## src/pio_alloc_consts.svh

```systemverilog
/*
 * Constants of the pulse I/O input function allocator: register byte
 * addresses, field positions, reset values and timing figures.
 * Assumes a 100 MHz core clock and a 32-bit AXI4-Lite register bus.
 */
`ifndef PIO_ALLOC_CONSTS_SVH
`define PIO_ALLOC_CONSTS_SVH

// ----------------------------------------------------------------------
// Register indices and byte addresses (byte address = index times four)
// ----------------------------------------------------------------------
`define IDX_MOD0_WORD    16'h0b90
`define IDX_MOD1_WORD    16'h0b92
`define ADDR_MOD0_WORD   (`IDX_MOD0_WORD << 2)
`define ADDR_MOD1_WORD   (`IDX_MOD1_WORD << 2)
`define ADDR_CFG0        16'h2e50
`define ADDR_CFG1        16'h2e54
`define ADDR_FILTER      16'h2e58
`define ADDR_FEED        16'h2e5c
`define ADDR_ALLOC0      16'h2e60
`define ADDR_ALLOC1      16'h2e64
`define ADDR_STATUS      16'h2e68

// ----------------------------------------------------------------------
// Field positions
// ----------------------------------------------------------------------
`define FEED_INTR_LSB    0
`define FEED_AXIS_LSB    4
`define FEED_EN_BIT      8
`define STAT_CONF1_LSB   16
`define STAT_REJECT_BIT  26

// ----------------------------------------------------------------------
// Reset values and bus answers
// ----------------------------------------------------------------------
`define CFG_RESET        16'h0000
`define FILTER_RESET     4'h0
`define RESP_OKAY        2'h0
`define RESP_SLVERR      2'h2

// ----------------------------------------------------------------------
// Timing
// ----------------------------------------------------------------------
`define CLK_PERIOD_NS    10
`define FILTER_STEP_NS   500000
`define FILTER_STEP_CYC  (`FILTER_STEP_NS / `CLK_PERIOD_NS)
`define REFRESH_NS       1000000
`define REFRESH_CYC      (`REFRESH_NS / `CLK_PERIOD_NS)

`endif

```

## src/pio_alloc_pkg.sv

```systemverilog
/*
 * Types shared by the input function allocator: terminal function codes,
 * per-module configuration, feed pairing and the function output bundle.
 * Assumes two modules of ten input terminals each.
 */
package pio_alloc_pkg;

    // Function that currently owns one input terminal.
    typedef enum logic [2:0] {
        FN_NORMAL   = 3'h0,
        FN_INTR     = 3'h1,
        FN_QUICK    = 3'h2,
        FN_CNT_Z    = 3'h3,
        FN_CNT_AB   = 3'h4,
        FN_ORIGIN   = 3'h5,
        FN_POS_DONE = 3'h6
    } func_e;

    typedef func_e [9:0] alloc_t;

    // Per-module selection; index 0 is the even counter or axis.
    typedef struct packed {
        logic [1:0] posDoneEn;
        logic [1:0] originEn;
        logic [1:0] cntAbEn;
        logic [1:0] cntZEn;
        logic [3:0] quickEn;
        logic [3:0] intrEn;
    } mod_cfg_s;

    typedef struct packed {
        logic       en;
        logic [1:0] axis;
        logic [2:0] intrSel;
    } feed_s;

    typedef struct packed {
        logic [7:0] intIn;
        logic [7:0] quickIn;
        logic [3:0] cntA;
        logic [3:0] cntB;
        logic [3:0] cntZ;
        logic [3:0] origin;
        logic [3:0] prox;
        logic [3:0] posDone;
    } func_out_s;

endpackage

```

## src/pio_input_allocator.sv

```systemverilog
/*
 * Input function allocator for two pulse I/O modules of ten terminals.
 * Routes each terminal to one function, filters normal inputs, latches
 * them into the input words at each I/O refresh and arms interrupt
 * feeding. Assumes an AXI4-Lite master on clk and field pins that are
 * asynchronous to clk.
 */
// How it works
// - Each terminal is handed to exactly one function and every other function sees it low.
// - Origin search outranks counter Z/reset, which outranks normal, interrupt and quick inputs.
// - Module 0 bit 3 is counter 0 Z/reset and bit 2 is counter 1 Z/reset.
// - Module 1 bit 3 is counter 2 Z/reset and bit 2 is counter 3 Z/reset.
// - Axis 0 takes origin from module 0 bit 0 and proximity from bit 1.
// - Axis 1 takes origin from module 0 bit 2 and proximity from bit 3.
// - Axis 2 takes origin from module 1 bit 0 and proximity from bit 1.
// - Axis 3 takes origin from module 1 bit 2 and proximity from bit 3.
// - Enabled interrupt feeding accepts only fixed interrupt and axis pairs and rejects others.
// - A normal input's filtered level is stored into its word bit at each I/O refresh.
// - The debounce filter is skipped on interrupt, quick and counter terminals.
`timescale 1ns/1ps
`include "pio_alloc_consts.svh"
module pio_input_allocator
    import pio_alloc_pkg::*;
#(
    parameter int AW             = 16,
    parameter int TICK_CYCLES    = `FILTER_STEP_CYC,
    parameter int REFRESH_CYCLES = `REFRESH_CYC
) (
    input  logic          clk,
    input  logic          rst,
    input  logic          ce,
    input  logic [19:0]   pinIn,
    input  logic [AW-1:0] awaddr,
    input  logic          awvalid,
    output logic          awready,
    input  logic [31:0]   wdata,
    input  logic [3:0]    wstrb,
    input  logic          wvalid,
    output logic          wready,
    output logic [1:0]    bresp,
    output logic          bvalid,
    input  logic          bready,
    input  logic [AW-1:0] araddr,
    input  logic          arvalid,
    output logic          arready,
    output logic [31:0]   rdata,
    output logic [1:0]    rresp,
    output logic          rvalid,
    input  logic          rready,
    output func_out_s     funcOut,
    output logic [3:0]    feedTrig
);

    // ------------------------------------------------------------------
    // State
    // ------------------------------------------------------------------
    localparam int TW = $clog2(TICK_CYCLES + 1);
    localparam int RW = $clog2(REFRESH_CYCLES + 1);

    typedef struct packed {
        logic                awready;
        logic                wready;
        logic                bvalid;
        logic [1:0]          bresp;
        logic                awHave;
        logic                wHave;
        logic [AW-1:0]       wAddr;
        logic [31:0]         wData;
        logic [3:0]          wStrb;
        logic                arready;
        logic                rvalid;
        logic [1:0]          rresp;
        logic [31:0]         rdata;
        logic [1:0][15:0]    cfg;
        logic [3:0]          filtSel;
        feed_s               feed;
        logic                feedReject;
        logic [1:0][15:0]    word;
        func_out_s           fo;
        logic [3:0]          feedTrig;
        logic [TW-1:0]       tickCnt;
        logic                tick;
        logic [RW-1:0]       refCnt;
    } state_s;

    state_s s_q;
    state_s s_d;

    alloc_t [1:0]     owner;
    logic [1:0][9:0]  conflict;
    logic [19:0]      bypass;
    logic [19:0]      clean;
    logic [6:0]       limit;

    // ------------------------------------------------------------------
    // Helpers
    // ------------------------------------------------------------------

    // Byte-lane merge of a write into a stored register value.
    function automatic logic [31:0] merge(logic [31:0] old,
                                          logic [31:0] data,
                                          logic [3:0]  strb);
        logic [31:0] r;
        r = old;
        for (int i = 0; i < 4; i++) begin
            if (strb[i]) r[8*i +: 8] = data[8*i +: 8];
        end
        return r;
    endfunction

    // Filter length in 0.5 ms steps; unused codes fall back to the default.
    function automatic logic [6:0] filterSteps(logic [3:0] sel);
        case (sel)
            4'h1:    return 7'h00;
            4'h2:    return 7'h01;
            4'h3:    return 7'h02;
            4'h4:    return 7'h04;
            4'h5:    return 7'h08;
            4'h6:    return 7'h10;
            4'h7:    return 7'h20;
            4'h8:    return 7'h40;
            default: return 7'h10;
        endcase
    endfunction

    // Each axis may be fed only from the interrupt at twice its index.
    function automatic logic feedPairOk(logic [2:0] intr, logic [1:0] axis);
        return intr == {axis, 1'b0};
    endfunction

    // ------------------------------------------------------------------
    // Allocation and input conditioning
    // ------------------------------------------------------------------

    // One resolver per module, so both modules obey the same priority.
    for (genvar m = 0; m < 2; m++) begin : g_mod
        function_resolver u_res (
            .cfg      (mod_cfg_s'(s_q.cfg[m])),
            .owner    (owner[m]),
            .conflict (conflict[m])
        );
        for (genvar b = 0; b < 10; b++) begin : g_byp
            // Fast functions must not see the filter delay.
            assign bypass[10*m + b] = (owner[m][b] == FN_INTR)  ||
                                      (owner[m][b] == FN_QUICK) ||
                                      (owner[m][b] == FN_CNT_Z) ||
                                      (owner[m][b] == FN_CNT_AB);
        end
    end

    assign limit = filterSteps(s_q.filtSel);

    input_conditioner #(
        .N  (20),
        .LW (7)
    ) u_cond (
        .clk    (clk),
        .rst    (rst),
        .ce     (ce),
        .pinIn  (pinIn),
        .bypass (bypass),
        .limit  (limit),
        .tick   (s_q.tick),
        .clean  (clean)
    );

    // ------------------------------------------------------------------
    // Next state
    // ------------------------------------------------------------------
    always_comb begin
        logic [31:0] v;
        logic [7:0]  rise;
        int          t;
        v        = 32'h0000_0000;
        rise     = 8'h00;
        t        = 0;
        s_d      = s_q;
        s_d.tick = 1'b0;

        // Filter step prescaler; one step every 0.5 ms.
        if (s_q.tickCnt >= TW'(TICK_CYCLES - 1)) begin
            s_d.tickCnt = '0;
            s_d.tick    = 1'b1;
        end else begin
            s_d.tickCnt = s_q.tickCnt + 1'b1;
        end

        // I/O refresh: only normal-input terminals land in the words.
        if (s_q.refCnt >= RW'(REFRESH_CYCLES - 1)) begin
            s_d.refCnt = '0;
            for (int m = 0; m < 2; m++) begin
                s_d.word[m] = 16'h0000;
                for (int b = 0; b < 10; b++) begin
                    s_d.word[m][b] = clean[10*m + b] &&
                                     (owner[m][b] == FN_NORMAL);
                end
            end
        end else begin
            s_d.refCnt = s_q.refCnt + 1'b1;
        end

        // Function outputs; a terminal reaches only its owner.
        s_d.fo = '0;
        for (int m = 0; m < 2; m++) begin
            for (int k = 0; k < 4; k++) begin
                t = 10*m + k;
                s_d.fo.intIn[4*m + k]   = clean[t] &&
                                          owner[m][k] == FN_INTR;
                s_d.fo.quickIn[4*m + k] = clean[t] &&
                                          owner[m][k] == FN_QUICK;
            end
            // Counter Z/reset: even counter on bit 3, odd on bit 2.
            s_d.fo.cntZ[2*m]     = clean[10*m + 3] &&
                                   owner[m][3] == FN_CNT_Z;
            s_d.fo.cntZ[2*m + 1] = clean[10*m + 2] &&
                                   owner[m][2] == FN_CNT_Z;
            // Phase inputs: odd counter on bits 6/7, even on bits 8/9.
            s_d.fo.cntA[2*m + 1] = clean[10*m + 6] &&
                                   owner[m][6] == FN_CNT_AB;
            s_d.fo.cntB[2*m + 1] = clean[10*m + 7] &&
                                   owner[m][7] == FN_CNT_AB;
            s_d.fo.cntA[2*m]     = clean[10*m + 8] &&
                                   owner[m][8] == FN_CNT_AB;
            s_d.fo.cntB[2*m]     = clean[10*m + 9] &&
                                   owner[m][9] == FN_CNT_AB;
            // Origin search: even axis on bits 0/1, odd axis on 2/3.
            for (int a = 0; a < 2; a++) begin
                s_d.fo.origin[2*m + a] = clean[10*m + 2*a] &&
                    owner[m][2*a] == FN_ORIGIN;
                s_d.fo.prox[2*m + a]   = clean[10*m + 2*a + 1] &&
                    owner[m][2*a + 1] == FN_ORIGIN;
                s_d.fo.posDone[2*m + a] = clean[10*m + 4 + a] &&
                    owner[m][4 + a] == FN_POS_DONE;
            end
        end

        // Feed trigger on a rising edge of the paired interrupt input.
        rise = s_d.fo.intIn & ~s_q.fo.intIn;
        for (int a = 0; a < 4; a++) begin
            s_d.feedTrig[a] = s_q.feed.en &&
                              s_q.feed.axis == 2'(a) &&
                              rise[s_q.feed.intrSel];
        end

        // Write address and data are taken independently.
        if (awvalid && s_q.awready) begin
            s_d.awready = 1'b0;
            s_d.awHave  = 1'b1;
            s_d.wAddr   = awaddr;
        end
        if (wvalid && s_q.wready) begin
            s_d.wready = 1'b0;
            s_d.wHave  = 1'b1;
            s_d.wData  = wdata;
            s_d.wStrb  = wstrb;
        end

        // Commit a write once both halves are held.
        if (s_q.awHave && s_q.wHave && !s_q.bvalid) begin
            s_d.awHave = 1'b0;
            s_d.wHave  = 1'b0;
            s_d.bvalid = 1'b1;
            s_d.bresp  = `RESP_OKAY;
            case (s_q.wAddr)
                `ADDR_CFG0: begin
                    v          = merge({16'h0000, s_q.cfg[0]},
                                       s_q.wData, s_q.wStrb);
                    s_d.cfg[0] = v[15:0];
                end
                `ADDR_CFG1: begin
                    v          = merge({16'h0000, s_q.cfg[1]},
                                       s_q.wData, s_q.wStrb);
                    s_d.cfg[1] = v[15:0];
                end
                `ADDR_FILTER: begin
                    v           = merge({28'h000_0000, s_q.filtSel},
                                        s_q.wData, s_q.wStrb);
                    s_d.filtSel = v[3:0];
                end
                `ADDR_FEED: begin
                    v = merge(32'h0000_0000, s_q.wData, s_q.wStrb);
                    // Illegal pairs are refused and leave the feed as it was.
                    if (v[`FEED_EN_BIT] &&
                        !feedPairOk(v[`FEED_INTR_LSB +: 3],
                                    v[`FEED_AXIS_LSB +: 2])) begin
                        s_d.feedReject = 1'b1;
                    end else begin
                        s_d.feed.en      = v[`FEED_EN_BIT];
                        s_d.feed.axis    = v[`FEED_AXIS_LSB +: 2];
                        s_d.feed.intrSel = v[`FEED_INTR_LSB +: 3];
                        s_d.feedReject   = 1'b0;
                    end
                end
                `ADDR_MOD0_WORD, `ADDR_MOD1_WORD, `ADDR_ALLOC0,
                `ADDR_ALLOC1, `ADDR_STATUS: begin
                    s_d.bresp = `RESP_OKAY;
                end
                default: begin
                    s_d.bresp = `RESP_SLVERR;
                end
            endcase
        end
        if (s_q.bvalid && bready) begin
            s_d.bvalid  = 1'b0;
            s_d.awready = 1'b1;
            s_d.wready  = 1'b1;
        end

        // Reads answer one cycle after the address is taken.
        if (arvalid && s_q.arready) begin
            s_d.arready = 1'b0;
            s_d.rvalid  = 1'b1;
            s_d.rresp   = `RESP_OKAY;
            case (araddr)
                `ADDR_MOD0_WORD: s_d.rdata = {16'h0000, s_q.word[0]};
                `ADDR_MOD1_WORD: s_d.rdata = {16'h0000, s_q.word[1]};
                `ADDR_CFG0:      s_d.rdata = {16'h0000, s_q.cfg[0]};
                `ADDR_CFG1:      s_d.rdata = {16'h0000, s_q.cfg[1]};
                `ADDR_FILTER:    s_d.rdata = {28'h000_0000, s_q.filtSel};
                `ADDR_FEED: begin
                    s_d.rdata = 32'h0000_0000;
                    s_d.rdata[`FEED_EN_BIT]          = s_q.feed.en;
                    s_d.rdata[`FEED_AXIS_LSB +: 2]   = s_q.feed.axis;
                    s_d.rdata[`FEED_INTR_LSB +: 3]   = s_q.feed.intrSel;
                end
                `ADDR_ALLOC0:    s_d.rdata = {2'b00, owner[0]};
                `ADDR_ALLOC1:    s_d.rdata = {2'b00, owner[1]};
                `ADDR_STATUS: begin
                    s_d.rdata = {22'h00_0000, conflict[0]};
                    s_d.rdata[`STAT_CONF1_LSB +: 10] = conflict[1];
                    s_d.rdata[`STAT_REJECT_BIT]      = s_q.feedReject;
                end
                default: begin
                    s_d.rdata = 32'h0000_0000;
                    s_d.rresp = `RESP_SLVERR;
                end
            endcase
        end
        if (s_q.rvalid && rready) begin
            s_d.rvalid  = 1'b0;
            s_d.arready = 1'b1;
        end
    end

    // ------------------------------------------------------------------
    // Registers
    // ------------------------------------------------------------------

    // Everything, bus included, freezes while ce is low.
    always_ff @(posedge clk) begin
        if (rst) begin
            s_q         <= '0;
            s_q.awready <= 1'b1;
            s_q.wready  <= 1'b1;
            s_q.arready <= 1'b1;
            s_q.cfg     <= {`CFG_RESET, `CFG_RESET};
            s_q.filtSel <= `FILTER_RESET;
        end else if (ce) begin
            s_q <= s_d;
        end
    end

    assign awready  = s_q.awready;
    assign wready   = s_q.wready;
    assign bvalid   = s_q.bvalid;
    assign bresp    = s_q.bresp;
    assign arready  = s_q.arready;
    assign rvalid   = s_q.rvalid;
    assign rresp    = s_q.rresp;
    assign rdata    = s_q.rdata;
    assign funcOut  = s_q.fo;
    assign feedTrig = s_q.feedTrig;

endmodule

```

## src/function_resolver.sv

```systemverilog
/*
 * Priority resolver for the ten terminals of one module.
 * Assumes the configuration comes from registers on the same clock.
 */
`timescale 1ns/1ps
module function_resolver
    import pio_alloc_pkg::*;
(
    input  mod_cfg_s   cfg,
    output alloc_t     owner,
    output logic [9:0] conflict
);

    // Requests on terminal b: {posDone, origin, cntZ, cntAB, intr, quick}.
    function automatic logic [5:0] requests(mod_cfg_s c, int b);
        logic [5:0] r;
        r = 6'h00;
        if (b < 4) begin
            r[1] = c.intrEn[b];
            r[0] = c.quickEn[b];
            r[4] = c.originEn[b / 2];
        end
        if (b == 2) r[3] = c.cntZEn[1];
        if (b == 3) r[3] = c.cntZEn[0];
        if (b == 4 || b == 5) r[5] = c.posDoneEn[b - 4];
        if (b == 6 || b == 7) r[2] = c.cntAbEn[1];
        if (b == 8 || b == 9) r[2] = c.cntAbEn[0];
        return r;
    endfunction

    // Origin search beats position done, which beats counter Z/reset, which beats the rest.
    function automatic func_e pick(logic [5:0] r);
        if (r[4])      return FN_ORIGIN;
        else if (r[5]) return FN_POS_DONE;
        else if (r[3]) return FN_CNT_Z;
        else if (r[2]) return FN_CNT_AB;
        else if (r[1]) return FN_INTR;
        else if (r[0]) return FN_QUICK;
        else           return FN_NORMAL;
    endfunction

    // One owner per terminal; overlapping requests are flagged.
    for (genvar b = 0; b < 10; b++) begin : g_term
        assign owner[b]    = pick(requests(cfg, b));
        assign conflict[b] = ($countones(requests(cfg, b)) > 1);
    end

endmodule

```

## src/input_conditioner.sv

```systemverilog
/*
 * Pin synchroniser and debounce filter for the input terminals.
 * Assumes a filter step tick from the same clock domain.
 */
`timescale 1ns/1ps
module input_conditioner #(
    parameter int N  = 20,
    parameter int LW = 7
) (
    input  logic          clk,
    input  logic          rst,
    input  logic          ce,
    input  logic [N-1:0]  pinIn,
    input  logic [N-1:0]  bypass,
    input  logic [LW-1:0] limit,
    input  logic          tick,
    output logic [N-1:0]  clean
);

    typedef struct packed {
        logic [N-1:0]         sync1;
        logic [N-1:0]         sync2;
        logic [N-1:0]         clean;
        logic [N-1:0][LW-1:0] cnt;
    } state_s;

    state_s s_q;
    state_s s_d;

    // A level change is accepted once it has held for limit filter steps.
    always_comb begin
        s_d       = s_q;
        s_d.sync1 = pinIn;
        s_d.sync2 = s_q.sync1;
        for (int i = 0; i < N; i++) begin
            if (bypass[i] || limit == '0) begin
                s_d.clean[i] = s_q.sync2[i];
                s_d.cnt[i]   = '0;
            end else if (s_q.sync2[i] == s_q.clean[i]) begin
                s_d.cnt[i] = '0;
            end else if (tick) begin
                if (s_q.cnt[i] + 1'b1 >= limit) begin
                    s_d.clean[i] = s_q.sync2[i];
                    s_d.cnt[i]   = '0;
                end else begin
                    s_d.cnt[i] = s_q.cnt[i] + 1'b1;
                end
            end
        end
    end

    always_ff @(posedge clk) begin
        if (rst) begin
            s_q <= '0;
        end else if (ce) begin
            s_q <= s_d;
        end
    end

    assign clean = s_q.clean;

endmodule

```

## config.mk

```make
export PLATFORM = sky130hd
export DESIGN_NAME = pio_input_allocator
export DESIGN_NICKNAME = d
export VERILOG_FILES = /design/src/pio_alloc_pkg.sv /design/src/pio_input_allocator.sv /design/src/function_resolver.sv /design/src/input_conditioner.sv
export VERILOG_INCLUDE_DIRS = /design/src /design/src/src
export SDC_FILE = /design/constraint.sdc
export NUM_CORES = 1
export LEC_CHECK = 0
export ABC_AREA = 1
export BUFFER_PORTS_ARGS = -buffer_cell sky130_fd_sc_hd__buf_2
export CAP_MARGIN = 15
export CORE_MARGIN = 4
export CORE_UTILIZATION = 45
export CTS_CLUSTER_SIZE = 40
export DETAILED_ROUTE_END_ITERATION = 8
export GPL_TIMING_DRIVEN = 1
export PLACE_DENSITY = 0.67
export SYNTH_ARGS = -nofsm -noshare
export SYNTH_HDL_FRONTEND = slang
export SYNTH_SLANG_ARGS = --single-unit
```

## constraint.sdc

```tcl
create_clock -name clk -period 3.9 [get_ports clk]
set_input_delay 0.39 -clock clk [delete_from_list [all_inputs] [get_ports clk]]
set_output_delay 0.39 -clock clk [all_outputs]
set_load 0.01 [all_outputs]
```

Word level (Yosys, flattened, before mapping) --
Memories as Yosys holds them, arrays and structs flattened. A register that Yosys moved wholly into a read port is not among the register bits. Index checks and enable logic that the tools add are counted.
Word-level totals: bits in registers 418, memories 1, word-level logic and storage cells 804, memory bits (read-only) 112, output and inout bits 85, input bits 96
Cells by class: equality and inequality tests 138, multiplexer cells 221, $lt $le $gt $ge 39, reduce and logical (&&, ||, !) cells 282, bitwise operators 3, $add $sub $neg 42
Memory list:
- (name not given) | words 16, width 7, rd ports 1, clocked after Yosys merged registers in 1, write ports 0, RTL line pio_input_allocator.sv:113 | case (sel)
Operator list (number):
- 2-to-1 mux 7 bit | 80
- adder 32 x 1 -> 32 bit | 12
- equality test 16 x 14 -> 1 bit, second input constant | 18
- one-hot mux 30 bit (9 select lines) | 1
- > comparator 32 x 2 -> 1 bit, second input constant | 8
- adder 7 x 1 -> 7 bit, second input constant | 20
- greater-or-equal comparator 7 bit | 20
- AND reduction 4 bit | 26
- equality test 3 x 2 -> 1 bit, second input constant | 32
- 2-to-1 mux 1 bit | 90
- 2-to-1 mux 3 bit | 29
- equality test 3 bit, second input constant | 28
- nonzero test 2 bit | 42
- logical AND 1 bit | 76
- logical OR 1 bit | 64
- AND reduction 2 bit | 31
- nonzero test 3 bit | 20
- equality test 3 x 1 -> 1 bit, second input constant | 16
- zero test 3 bit | 16
- inequality test 2 x 1 -> 1 bit, second input constant | 19
- 2-to-1 mux 36 bit | 1
- 2-to-1 mux 2 bit | 11
- equality test 1 bit | 20
- 2-to-1 mux 6 bit | 3
- 24 further kinds | 42

Logic depth before layout (Yosys ltp) --
Gate-level depths: netlist of run 1.
depth in word-level cells 11, depth in mapped cells 17, depth with buffers taken out 16

Hierarchy --
Synthesis of run 1 repeated with hierarchy kept, for this count alone.
Unflattened totals: cells, all modules 3629, area, all modules 26145.1 µm²
By module, submodules not included:
- input_conditioner | instances 1, sequential area each 4003.8 µm², cells an instance 1896, area each 13932.1 µm²
- pio_input_allocator | instances 1, sequential area each 4424.2 µm², cells an instance 1595, area each 11349.6 µm²
- function_resolver | instances 2, sequential area each 0.0 µm², cells an instance 69, area each 431.7 µm²

Worst setup path after synthesis of run 1 --
Ideal clock, no wire load.
path kind reg2reg, from register u_cond.s_q[49] (netlist name), to register u_cond.s_q (netlist bit u_cond.clean[7]), library setup time 0.128 ns, required time 3.772 ns, stages on the path, launching flop included 13, setup slack 1.656 ns, buffers on the path 0, clock period less this slack 2.244 ns, arrival 2.116 ns, cell sequence dfxtp_1 > ha_1 > nand4_1 > nor2_1 > xor2_1 > ha_1 > a21oi_1 > o21a_1 > nand3_1 > nor2_1 > nor2_1 > o21ai_0 > nor2_1
Between the ends: cells in the longest elaborated chain, start to end 4
RTL lines:
- from (decl) | RTL line input_conditioner.sv:27 | state_s s_q;
- from (signal assigned) | RTL line input_conditioner.sv:54 | s_q <= '0;
- from (signal assigned) | RTL line input_conditioner.sv:56 | s_q <= s_d;
- adder 7 x 1 -> 7 bit | RTL line input_conditioner.sv:42 | if (s_q.cnt[i] + 1'b1 >= limit) begin
- greater-or-equal comparator 7 bit | RTL line input_conditioner.sv:42
- nonzero test 2 bit (no source line)
- AND reduction 4 bit (no source line)
Every way passes these cells. A chain may end at the register's enable or synchronous reset.

Worst setup path after layout of run 1 --
from register limit[6] (netlist name), to register u_cond.s_q (netlist bit u_cond.clean[1])
Between the ends: cells in the longest elaborated chain, start to end 4, elaborated cells on any way between the ends 8, those cells by class order compare (1); eq/ne (1); mux (1); reduce/logical (5)
RTL lines:
- parallel branches: the longest is 4 deep, another holds greater-or-equal comparator 7 bit
Parallel ways; which one is timed is not known.

==> impl_metrics.json, run 1 <==
{
  "syn_to_final_growth_pct": 9.30,
  "worst_pin_slew_ns": 0.984,
  "die_x_um": 238,
  "setup_viol": 0,
  "p_seq_share_pct": 48.1,
  "ctsHoldBuffers": 0,
  "instances_no_fill": 4087,
  "postCtsSetupBuffers": 0,
  "grt_pass1_wl_um": 105000,
  "cts-buffers-inserted": 46,
  "routed_wl_um": 65500,
  "cts_root_buf": "clkbuf_16",
  "synth_seq_cells": 414,
  "syn_avg_cell_area_sq_um": 7.14,
  "rows": 83,
  "finalCritPeriodShare_pct": 71.5,
  "synthCells": 3328,
  "dp_hpwl_um": 45700,
  "async_flop_share_pct": 0,
  "dr.first_iter.drc_count": 1621,
  "seq_area_sq_um": 8290,
  "wl_per_cell_um": 16.0,
  "fmax_mhz": 359,
  "clockPowerShare_pct": 46.3,
  "grt_max_degree": 131,
  "synth_seq_area_share_pct": 34.9,
  "critPathLaunchType": "register",
  "p_per_area_nw_per_um2": 350,
  "cp.required_ns": 4.43,
  "ys.flop_type": "dfxtp_1",
  "place_inst": 4004,
  "pwr-share-comb_pct": 5.6,
  "syn_area_sq_um": 23800,
  "numPortBuffers": 152,
  "ant_nets": 0,
  "final_cell_mix": "583 x nand2_1, 414 x dfxtp_1, 380 x a21oi_1",
  "hp-class": "in2reg",
  "grt.total_usage_pct": 22.6,
  "clkTransAtPathRegs_ns": 0.06,
  "synth.distinct_cells": 44,
  "grt_pass1_vias": 20191,
  "peakVddDrop_uv": 360,
  "post_cts_resized": 0,
  "viasPerCell": 5.29,
  "synth-edff-count": 0,
  "p_switching_mw": 2.22,
  "crit_fanout": 15,
  "fin_tns_setup_ns": 0,
  "max_slew_margin_pct": 34.4,
  "io_pins": 181,
  "p_int_mw": 6.87,
  "drc_errors": 0,
  "endpoint_kind": "register",
  "place.gp.congestion": 0.957,
  "clock_latency_ns": 0.59,
  "max_cap_viol_count": 0,
  "path_class": "reg2reg",
  "grt-ovfl-total": 0,
  "yosysWarnings": 0,
  "via_count": 21634,
  "die_area_sq_um": 56500,
  "synth_top_cell_by_area": "dfxtp_1",
  "nNetsFinal": 3650,
  "final_common_cell": "nand2_1",
  "synth_top_area_share_pct": 34.9,
  "leakagePower_nw": 11.4,
  "dr.pass1.iters": 7,
  "h-tree-depth": 2,
  "start_util_pct": 45.8,
  "core-area_sq_um": 51800,
  "p_sw_share_pct": 24.4,
  "outcome": "finished clean",
  "n_antenna_cell": 0,
  "period_needed_ns": 2.79,
  "multi_input_area_sq_um": 13200,
  "die_h_um": 238,
  "grt_antenna_before_repair": 2,
  "cts_tree": "yes",
  "rsz0062_at_grt": "no",
  "cts_buffer_depth": 3,
  "yosys-top-cells-area": "dfxtp_1 35%, ha_1 9.6%, nand2_1 9.2%, a21oi_1 8.0%, nand3_1 7.0%",
  "timing_hold_violations_final": 0,
  "drv_slew": 0,
  "fin_skew_ns": 0.0190,
  "crit_arrival_ns": 3.31,
  "n_fill_cell": 5322,
  "layout-drive-gt1-share_pct": 9.01,
  "cts_sinks": 414
}
-- logic make-up after synthesis --
logic type / share of synthesized area (%)
xor gates and xnor gates: 4.76
other: 0.0158
buffers and inverters: 9.51
DFF: 34.9
and+or+nand+nor: 26.9
adders and majority gates: 9.59
AOI/OAI and AO/OA: 14.4
-- metrics by stage --
step | area (sq um) | worst slack [ns] | hold slack, ns | total power, mW | utilization (%)
6_report | 26000 | 1.11 | 0.0311 | 9.08 | 50.1
5_1_grt | 26000 | 0.898 | 0.0187 | 9.42 | 50.1
4_1_cts | 26000 | 1.06 | 0.00236 | 9.16 | 50.1
3_5_place_dp | 24500 | 1.10 | 0.441 | 4.97 | 47.3
3_3_place_gp | 24500 | 1.14 | 0.437 | 4.96 | 47.3
2_1_floorplan | 23800 | 1.66 | 0.424 | 4.80 | -
-- area by class of cell --
cell class / instances / share of cell area, %
multi-input combinational: 2420 / 51.0
timing repair buffer: 171 / 3.61
tap: 680 / 3.28
inverter: 319 / 4.64
clock buffer: 65 / 5.06
sequential: 414 / 31.9
clock inverter: 18 / 0.472
-- sequential cells by signal, indices dropped and copies added, names as in the netlist --
signal,count
u_cond.s_q,160
bresp,1
rdata,23
rvalid,1
u_cond.s_d,20
s_q,133
feedTrig,4
wready,1
limit,7
bvalid,1
u_cond.clean,20
funcOut,40
arready,1
awready,1
rresp,1
-- layer usage --
layer / GRT usage, % / share of wire (%)
met2: 35.9 / 43
met4: 6.67 / 2.7
met5: 0 / 0.041
met3: 4.12 / 7.4
met1: 31.4 / 46
-- path summary, 6_finish.rpt --
kind	from	end	slack, ns	cells after the start
max	limit[6]	u_cond.clean[1]	1.11	12
min	pinIn[6]	u_cond.s_d[166]	0.03	3
max reg2reg	limit[6]	u_cond.clean[1]	1.11	12
min reg2reg	s_q[242]	s_q[242]	0.45	2
-- synth_stat cells, types with 8 or more instances --
master	count
o211ai_1	9
ha_1	182
nor3b_1	8
a21oi_1	380
nand3_1	330
nand2_2	8
nor2_4	8
nand2_1	583
buf_4	85
buf_2	23
o21ai_1	15
inv_2	8
nor2_2	18
o22ai_1	8
xor2_1	86
dfxtp_1	414
o21ai_0	199
inv_1	311
o21a_1	15
nand3b_1	32
nor2_1	367
nand4_1	56
xnor2_1	43
buf_1	12
nand3_2	9
nor3_1	10
clkbuf_1	61
-- power by group through the flow --
stage | clock network, mW | registers (mW) | logic (mW)
2_1_floorplan | 0 | 4.44 | 0.363
3_3_place_gp | 0 | 4.46 | 0.503
3_5_place_dp | 0 | 4.46 | 0.508
4_1_cts | 4.28 | 4.36 | 0.510
5_1_grt | 4.47 | 4.37 | 0.579
6_report | 4.21 | 4.37 | 0.510
-- worst max-delay path: stages, from the launching register on --
cell	delay (ns)
dfxtp_1	0.29
inv_1	0.70
buf_4	0.31
ha_1	0.25
nand2_1	0.09
o21ai_0	0.08
nor2_1	0.09
nand3_1	0.07
nor2_1	0.47
nor2_1	0.13
nand2_1	0.09
nand2_1	0.04
nor2_1	0.10
Power figures use the tool's default switching activity.
==> inputs of run 2 (changes only) <==
Settings changed: ABC_AREA 1 to 0.
Clock period 3.9 ns to 2.6 ns, I/O delays scaled along.
==> run 2 against run 1 <==
  * The flow now finishes with violations (negative setup slack)
  * Via count shrank 0.35%
  * Critical path depth shrank 2
  * Synthesized cell count shrank 18%
  * Final area grew 10%
  * Sequential power grew 48%
  * Sequential cell count is the same
  * Die area shrank 1.7%
  * Core utilization grew 5.6 points
  * Critical endpoint is now u_cond.s_q[125]
  * Highest routed layer is now met4
==> impl_metrics.json, run 2 <==
{
  "outcome": "complete, but fails checks",
  "violations": "negative setup slack",
  "timing_hold_violations_final": 0,
  "cp.required_ns": 3.12,
  "cts-buffers-inserted": 46,
  "whs_path_depth": 2,
  "wl_per_cell_um": 19.3,
  "grt.total_usage_pct": 24.1,
  "io_pins": 181,
  "hold_path.startpoint": "rst",
  "slowest_delay_ns": 0.56,
  "routed_wl_um": 71200,
  "ys.flop_type": "dfxtp_1",
  "drc_errors": 0,
  "dr.pass1.iters": 6,
  "peakVddDrop_uv": 422,
  "yosys-top-cells-count": "414 x dfxtp_1, 274 x nand2_1, 238 x nor2_1",
  "wl_met1_um": 30200,
  "final_cell_mix": "381 x dfxtp_1, 274 x nand2_1, 232 x nor2_1",
  "crit_fanout": 5,
  "layout-drive-gt1-share_pct": 19.9,
  "crit_chain": "and3_4, nand3_4, xnor2_2, ha_1, a21oi_2, nor2b_4, or4_4, a211oi_4, a22oi_1, nor2_1",
  "power_mw": 13.9,
  "clkTransAtPathRegs_ns": 0.06,
  "grt-ovfl-total": 0,
  "largest_register": "u_cond.s_q",
  "syn_area_sq_um": 23300,
  "grt_antenna_before_repair": 1,
  "die_h_um": 236,
  "hp-class": "in2reg",
  "final_common_cell": "dfxtp_1",
  "numPortBuffers": 152,
  "fin_ws_ns": -0.0548,
  "syn_to_final_growth_pct": 22.4,
  "holdWs_ns": 0.0641,
  "largest_register_ffs": 160,
  "rows": 83,
  "period_needed_ns": 2.65,
  "cts_sinks": 414,
  "r2r_end": "u_cond.s_q[125]",
  "start_util_pct": 45.5,
  "path_class": "reg2reg",
  "worstReg2RegStart": "u_cond.s_q[120]",
  "critPathLaunchType": "register",
  "clockPowerShare_pct": 48.8,
  "endpoint_kind": "register",
  "synth_seq_area_share_pct": 35.5,
  "max_slew_margin_pct": 28.7,
  "viasPerCell": 5.84,
  "grt_max_degree": 125,
  "synth_top_cell_by_area": "dfxtp_1",
  "core-area_sq_um": 51300,
  "drv_slew": 0,
  "grt_pass1_vias": 20965,
  "dr.first_iter.drc_count": 1566,
  "cts_buffer_depth": 3,
  "pwr-share-comb_pct": 4.8,
  "dp_hpwl_um": 50100,
  "clock_latency_ns": 0.60,
  "via_count": 21559,
  "postPlaceCellArea_sq_um": 25200,
  "grt_pass1_wl_um": 111000,
  "fin_skew_ns": 0.0235,
  "n_fill_cell": 4558,
  "cts_tree": "yes",
  "n_antenna_cell": 0,
  "worst_pin_slew_ns": 1.07,
  "h-tree-depth": 2,
  "async_flop_share_pct": 0,
  "synthCells": 2723,
  "dr_wl_met2_um": 34100,
  "cts_root_buf": "clkbuf_16",
  "regToRegSetupSlack_ns": -0.05,
  "yosys-top-cells-area": "dfxtp_1 36%, ha_1 9.8%, nand2_1 4.4%, a21oi_1 4.1%, nor2_1 3.8%",
  "synth_seq_cells": 414,
  "synth_top_area_share_pct": 35.5,
  "finalCritPeriodShare_pct": 102,
  "crit_slowest_cell": "or4_4",
  "p_switching_mw": 3.18,
  "synth.most_common_cell": "dfxtp_1",
  "crit_arrival_ns": 3.17,
  "max_cap_viol_count": 0,
  "p_per_area_nw_per_um2": 488,
  "fmax_mhz": 377,
  "die_area_sq_um": 55600,
  "die_x_um": 236,
  "place.gp.congestion": 0.950,
  "dr_wl_met3_um": 4700,
  "syn_avg_cell_area_sq_um": 8.57,
  "p_int_mw": 10.8,
  "holdPathEnd": "s_q[140]",
  "setup_viol": 5,
  "nNetsFinal": 3257,
  "design_area_sq_um": 28600,
  "rr_worst_depth": 10,
  "p_seq_share_pct": 46.5,
  "ant_nets": 0,
  "place_inst": 3514,
  "synth.distinct_cells": 78,
  "leakagePower_nw": 11.9,
  "rsz0062_at_grt": "yes",
  "detailedPlace.worstSlack_ns": -0.150,
  "topRoutingLayerUsed": "met4",
  "p_sw_share_pct": 22.8,
  "synth-edff-count": 0,
  "yosysWarnings": 0,
  "instances_no_fill": 3691
}
run 2: changes by cell type after synthesis, sizes merged, moves of 36 or more:
cell	previous run	this run
clkbuf	61	107
o21ai	215	66
inv	319	62
nor2	394	238
mux2i	0	83
nand2	591	274
a21o	3	44
xnor2	43	80
and3	3	41
nor2b	1	37
nor3	10	46
nand2b	0	46
a21oi	383	190
nand3	339	130
run 2: worst max-delay path by stage:
stage	start	endpoint	slack (ns)	cells after the start
CTS	u_cond.s_q[120]	u_cond.s_q[121]	0.002	10
finish	u_cond.s_q[120]	u_cond.s_q[125]	-0.05	10
global route	u_cond.s_q[120]	u_cond.s_q[120]	-0.13	10
global placement	u_cond.s_q[92]	u_cond.clean[13]	-0.13	11
floorplan	u_cond.s_q[84]	u_cond.clean[12]	0.004	10
detailed placement	u_cond.s_q[42]	u_cond.s_q[48]	-0.15	10
run 2: cell families (layout without fill, tap and decap cells):
group | count (synthesis) | in the layout | share of synthesized area [%]
AND/OR/NAND/NOR | 1018 | 1018 | 22.0
AO/OA/AOI/OAI | 603 | 605 | 17.6
flip-flops | 414 | 414 | 35.5
buffers and inverters | 268 | 545 | 5.69
adder cells (fa/ha/maj) | 182 | 182 | 9.76
XOR/XNOR | 153 | 153 | 5.74
multiplexers | 84 | 84 | 3.66
other | 1 | 10 | 0.0161
run 2: critical path: cells and delay by family (launching register included):
family / cells / cell delay [ns]
AND/OR/NAND/NOR: 5 / 1.04
AO/OA/AOI/OAI: 3 / 0.65
flip-flops: 1 / 0.37
adder cells (fa/ha/maj): 1 / 0.29
XOR/XNOR: 1 / 0.22
run 2: layer usage:
layer | track usage [%] | up-vias
met5 | 0 | -
met4 | 7.37 | 0
met3 | 4.01 | 161
met2 | 40.9 | 701
met1 | 31.6 | 10366
li1 | - | 10331
run 2: repair_timing:
action                                 CTS  global route
endpoints found under the hold margin   58             0
gates cloned                             0             3
setup endpoints to repair               48           134
hold buffers                            60             0
pin swaps                               10            55
setup buffers                            4            30
resized for setup                       42           155
run 2: stage by stage:
stage	TNS, ns	util, %
6_report	-0.181	55.7
5_1_grt	-1.94	55.7
4_1_cts	0	53.8
3_5_place_dp	-2.11	49.2
3_3_place_gp	-0.135	49.2
2_1_floorplan	0	-
run 2: power by group through the flow:
stage / logic (mW) / clock network, mW / registers [mW]
final: 0.662 / 6.79 / 6.48
after global placement: 0.566 / 0 / 6.63
after floorplan: 0.397 / 0 / 6.60
after global routing: 0.726 / 7.18 / 6.49
after CTS: 0.651 / 6.93 / 6.49
after detailed placement: 0.579 / 0 / 6.63
run 2: area by class of cell:
cell class,instances,area (sq um),area share [%]
inverters,62,244,0.854
well taps,680,851,2.98
clock buffers,64,1340,4.69
multi-input cells,2052,14600,51.1
flip-flops and latches,414,8360,29.3
clock inverters,16,231,0.811
repair buffers,403,2940,10.3
==> inputs of run 3 (changes only) <==
Settings changed: RECOVER_POWER set to 100.
==> run 3 against run 2 <==
  * The flow still finishes with violations (negative setup slack)
  * Routed wire length rose by 0.46%
  * Critical path depth is the same
  * Worst hold slack got worse by 0.0035 ns
  * Clock power barely moved
  * Die area did not move
==> impl_metrics.json, run 3 (synthesis results as in run 2) <==
{
  "largest_register_ffs": 160,
  "crit_slowest_cell": "or4_4",
  "viasPerCell": 5.85,
  "ant_nets": 0,
  "cts_buffer_depth": 3,
  "outcome": "complete, but fails checks",
  "cts-buffers-inserted": 46,
  "period_needed_ns": 2.67,
  "p_seq_share_pct": 46.5,
  "dr.first_iter.drc_count": 1626,
  "crit_fanout": 5,
  "setup_viol": 6,
  "grt_pass1_vias": 20965,
  "max_cap_viol_count": 0,
  "via_count": 21601,
  "crit_arrival_ns": 3.16,
  "wl_per_cell_um": 19.4,
  "p_int_mw": 10.7,
  "grt_antenna_before_repair": 1,
  "largest_register": "u_cond.s_q",
  "timing_hold_violations_final": 0,
  "path_class": "reg2reg",
  "final_common_cell": "dfxtp_1",
  "place_inst": 3514,
  "endpoint_kind": "register",
  "power_mw": 13.9,
  "finalCritPeriodShare_pct": 103,
  "rr_worst_depth": 10,
  "cp.required_ns": 3.09,
  "p_per_area_nw_per_um2": 492,
  "clockPowerShare_pct": 48.8,
  "cp_top_family": "simple AND/OR/NAND/NOR gates",
  "rsz0062_at_grt": "yes",
  "core-area_sq_um": 51300,
  "cts_root_buf": "clkbuf_16",
  "h-tree-depth": 2,
  "leakagePower_nw": 11.5,
  "clkTransAtPathRegs_ns": 0.06,
  "dr.pass1.iters": 5,
  "drv_slew": 0,
  "critPathLaunchType": "register",
  "grt_pass1_wl_um": 111000,
  "design_area_sq_um": 28300,
  "die_h_um": 236,
  "rows": 83,
  "place.gp.congestion": 0.950,
  "grt_max_degree": 125,
  "hp-class": "in2reg",
  "violations": "negative setup slack",
  "max_slew_margin_pct": 10.4,
  "cp_num_buf_inv": 0,
  "n_fill_cell": 4622,
  "numPortBuffers": 152,
  "crit_cells": 10,
  "worst_pin_slew_ns": 1.34,
  "holdWs_ns": 0.0607,
  "layout-drive-gt1-share_pct": 16.6,
  "multi_input_area_sq_um": 14600,
  "fin_skew_ns": 0.0264,
  "postPlaceCellArea_sq_um": 25200,
  "cts_tree": "yes",
  "peakVddDrop_uv": 425,
  "n_antenna_cell": 0,
  "fin_tns_setup_ns": -0.248,
  "crit_chain": "and3_4, nand3_4, xnor2_2, ha_1, a21oi_2, nor2b_4, or4_4, a211oi_4, nand3b_1, a21oi_1",
  "start_util_pct": 45.5,
  "syn_to_final_growth_pct": 21.4,
  "final_cell_mix": "382 x dfxtp_1, 274 x nand2_1, 232 x nor2_1",
  "p_sw_share_pct": 22.9,
  "slowest_delay_ns": 0.56,
  "p_switching_mw": 3.18,
  "fmax_mhz": 374,
  "die_x_um": 236,
  "seq_area_sq_um": 8360,
  "drc_errors": 0,
  "whs_path_depth": 2,
  "routed_wl_um": 71500,
  "cts_sinks": 414,
  "grt.total_usage_pct": 24.1,
  "instances_no_fill": 3691,
  "io_pins": 181,
  "die_area_sq_um": 55600,
  "nNetsFinal": 3257,
  "clock_latency_ns": 0.60,
  "dp_hpwl_um": 50100,
  "fin_ws_ns": -0.0731,
  "pwr-share-comb_pct": 4.7,
  "grt-ovfl-total": 0
}
-- run 3: changes by cell type in the layout (fill, tap and decap cells not counted), sizes merged --
cell    delta
buf       -98
clkbuf    +98
-- run 3: metrics by stage --
step	setup WS [ns]	utilization (%)
2_1_floorplan	0.00382	-
3_3_place_gp	-0.130	49.2
3_5_place_dp	-0.150	49.2
4_1_cts	0.00190	53.8
5_1_grt	-0.154	55.2
6_report	-0.0731	55.2
-- run 3: worst paths after layout --
path | end | startpoint | slack [ns]
setup / recovery | u_cond.s_q[121] | u_cond.s_q[120] | -0.07
setup reg to reg | u_cond.s_q[121] | u_cond.s_q[120] | -0.07
hold / removal | s_q[140] | rst | 0.06
hold reg to reg | rdata[3] | rdata[3] | 0.45
-- run 3: cell type report --
class,instances,share of cell area (%)
repair buffers,403,9.68
multi-input cells,2052,51.4
well taps,680,3.00
clock buffers,64,4.73
clock inverters,16,0.817
inverters,62,0.861
flip-flops and latches,414,29.5
-- run 3: routing by layer --
| metal | wire, um | vias to the layer above | GRT usage [%] |
|---|---|---|---|
| met3 | 4390 | 157 | 4.01 |
| met2 | 34400 | 655 | 40.9 |
| met1 | 30600 | 10463 | 31.6 |
| li1 | - | 10326 | - |
| met5 | 0 | - | 0 |
| met4 | 2160 | 0 | 7.37 |
-- run 3: power by group through the flow --
stage	combinational (mW)	sequential (mW)	clock (mW)
after floorplan	0.397	6.60	0
after detailed placement	0.579	6.63	0
after global routing	0.718	6.49	7.18
final	0.655	6.48	6.79
after global placement	0.566	6.63	0
after CTS	0.651	6.49	6.93
-- run 3: repair_timing --
action	4_1_cts	5_1_grt
cloned	0	3
gates resized for setup	42	155
setup endpoints to repair	48	134
pin swaps	10	55
hold buffers	60	0
endpoints found under the hold margin	58	0
setup buffers	4	30
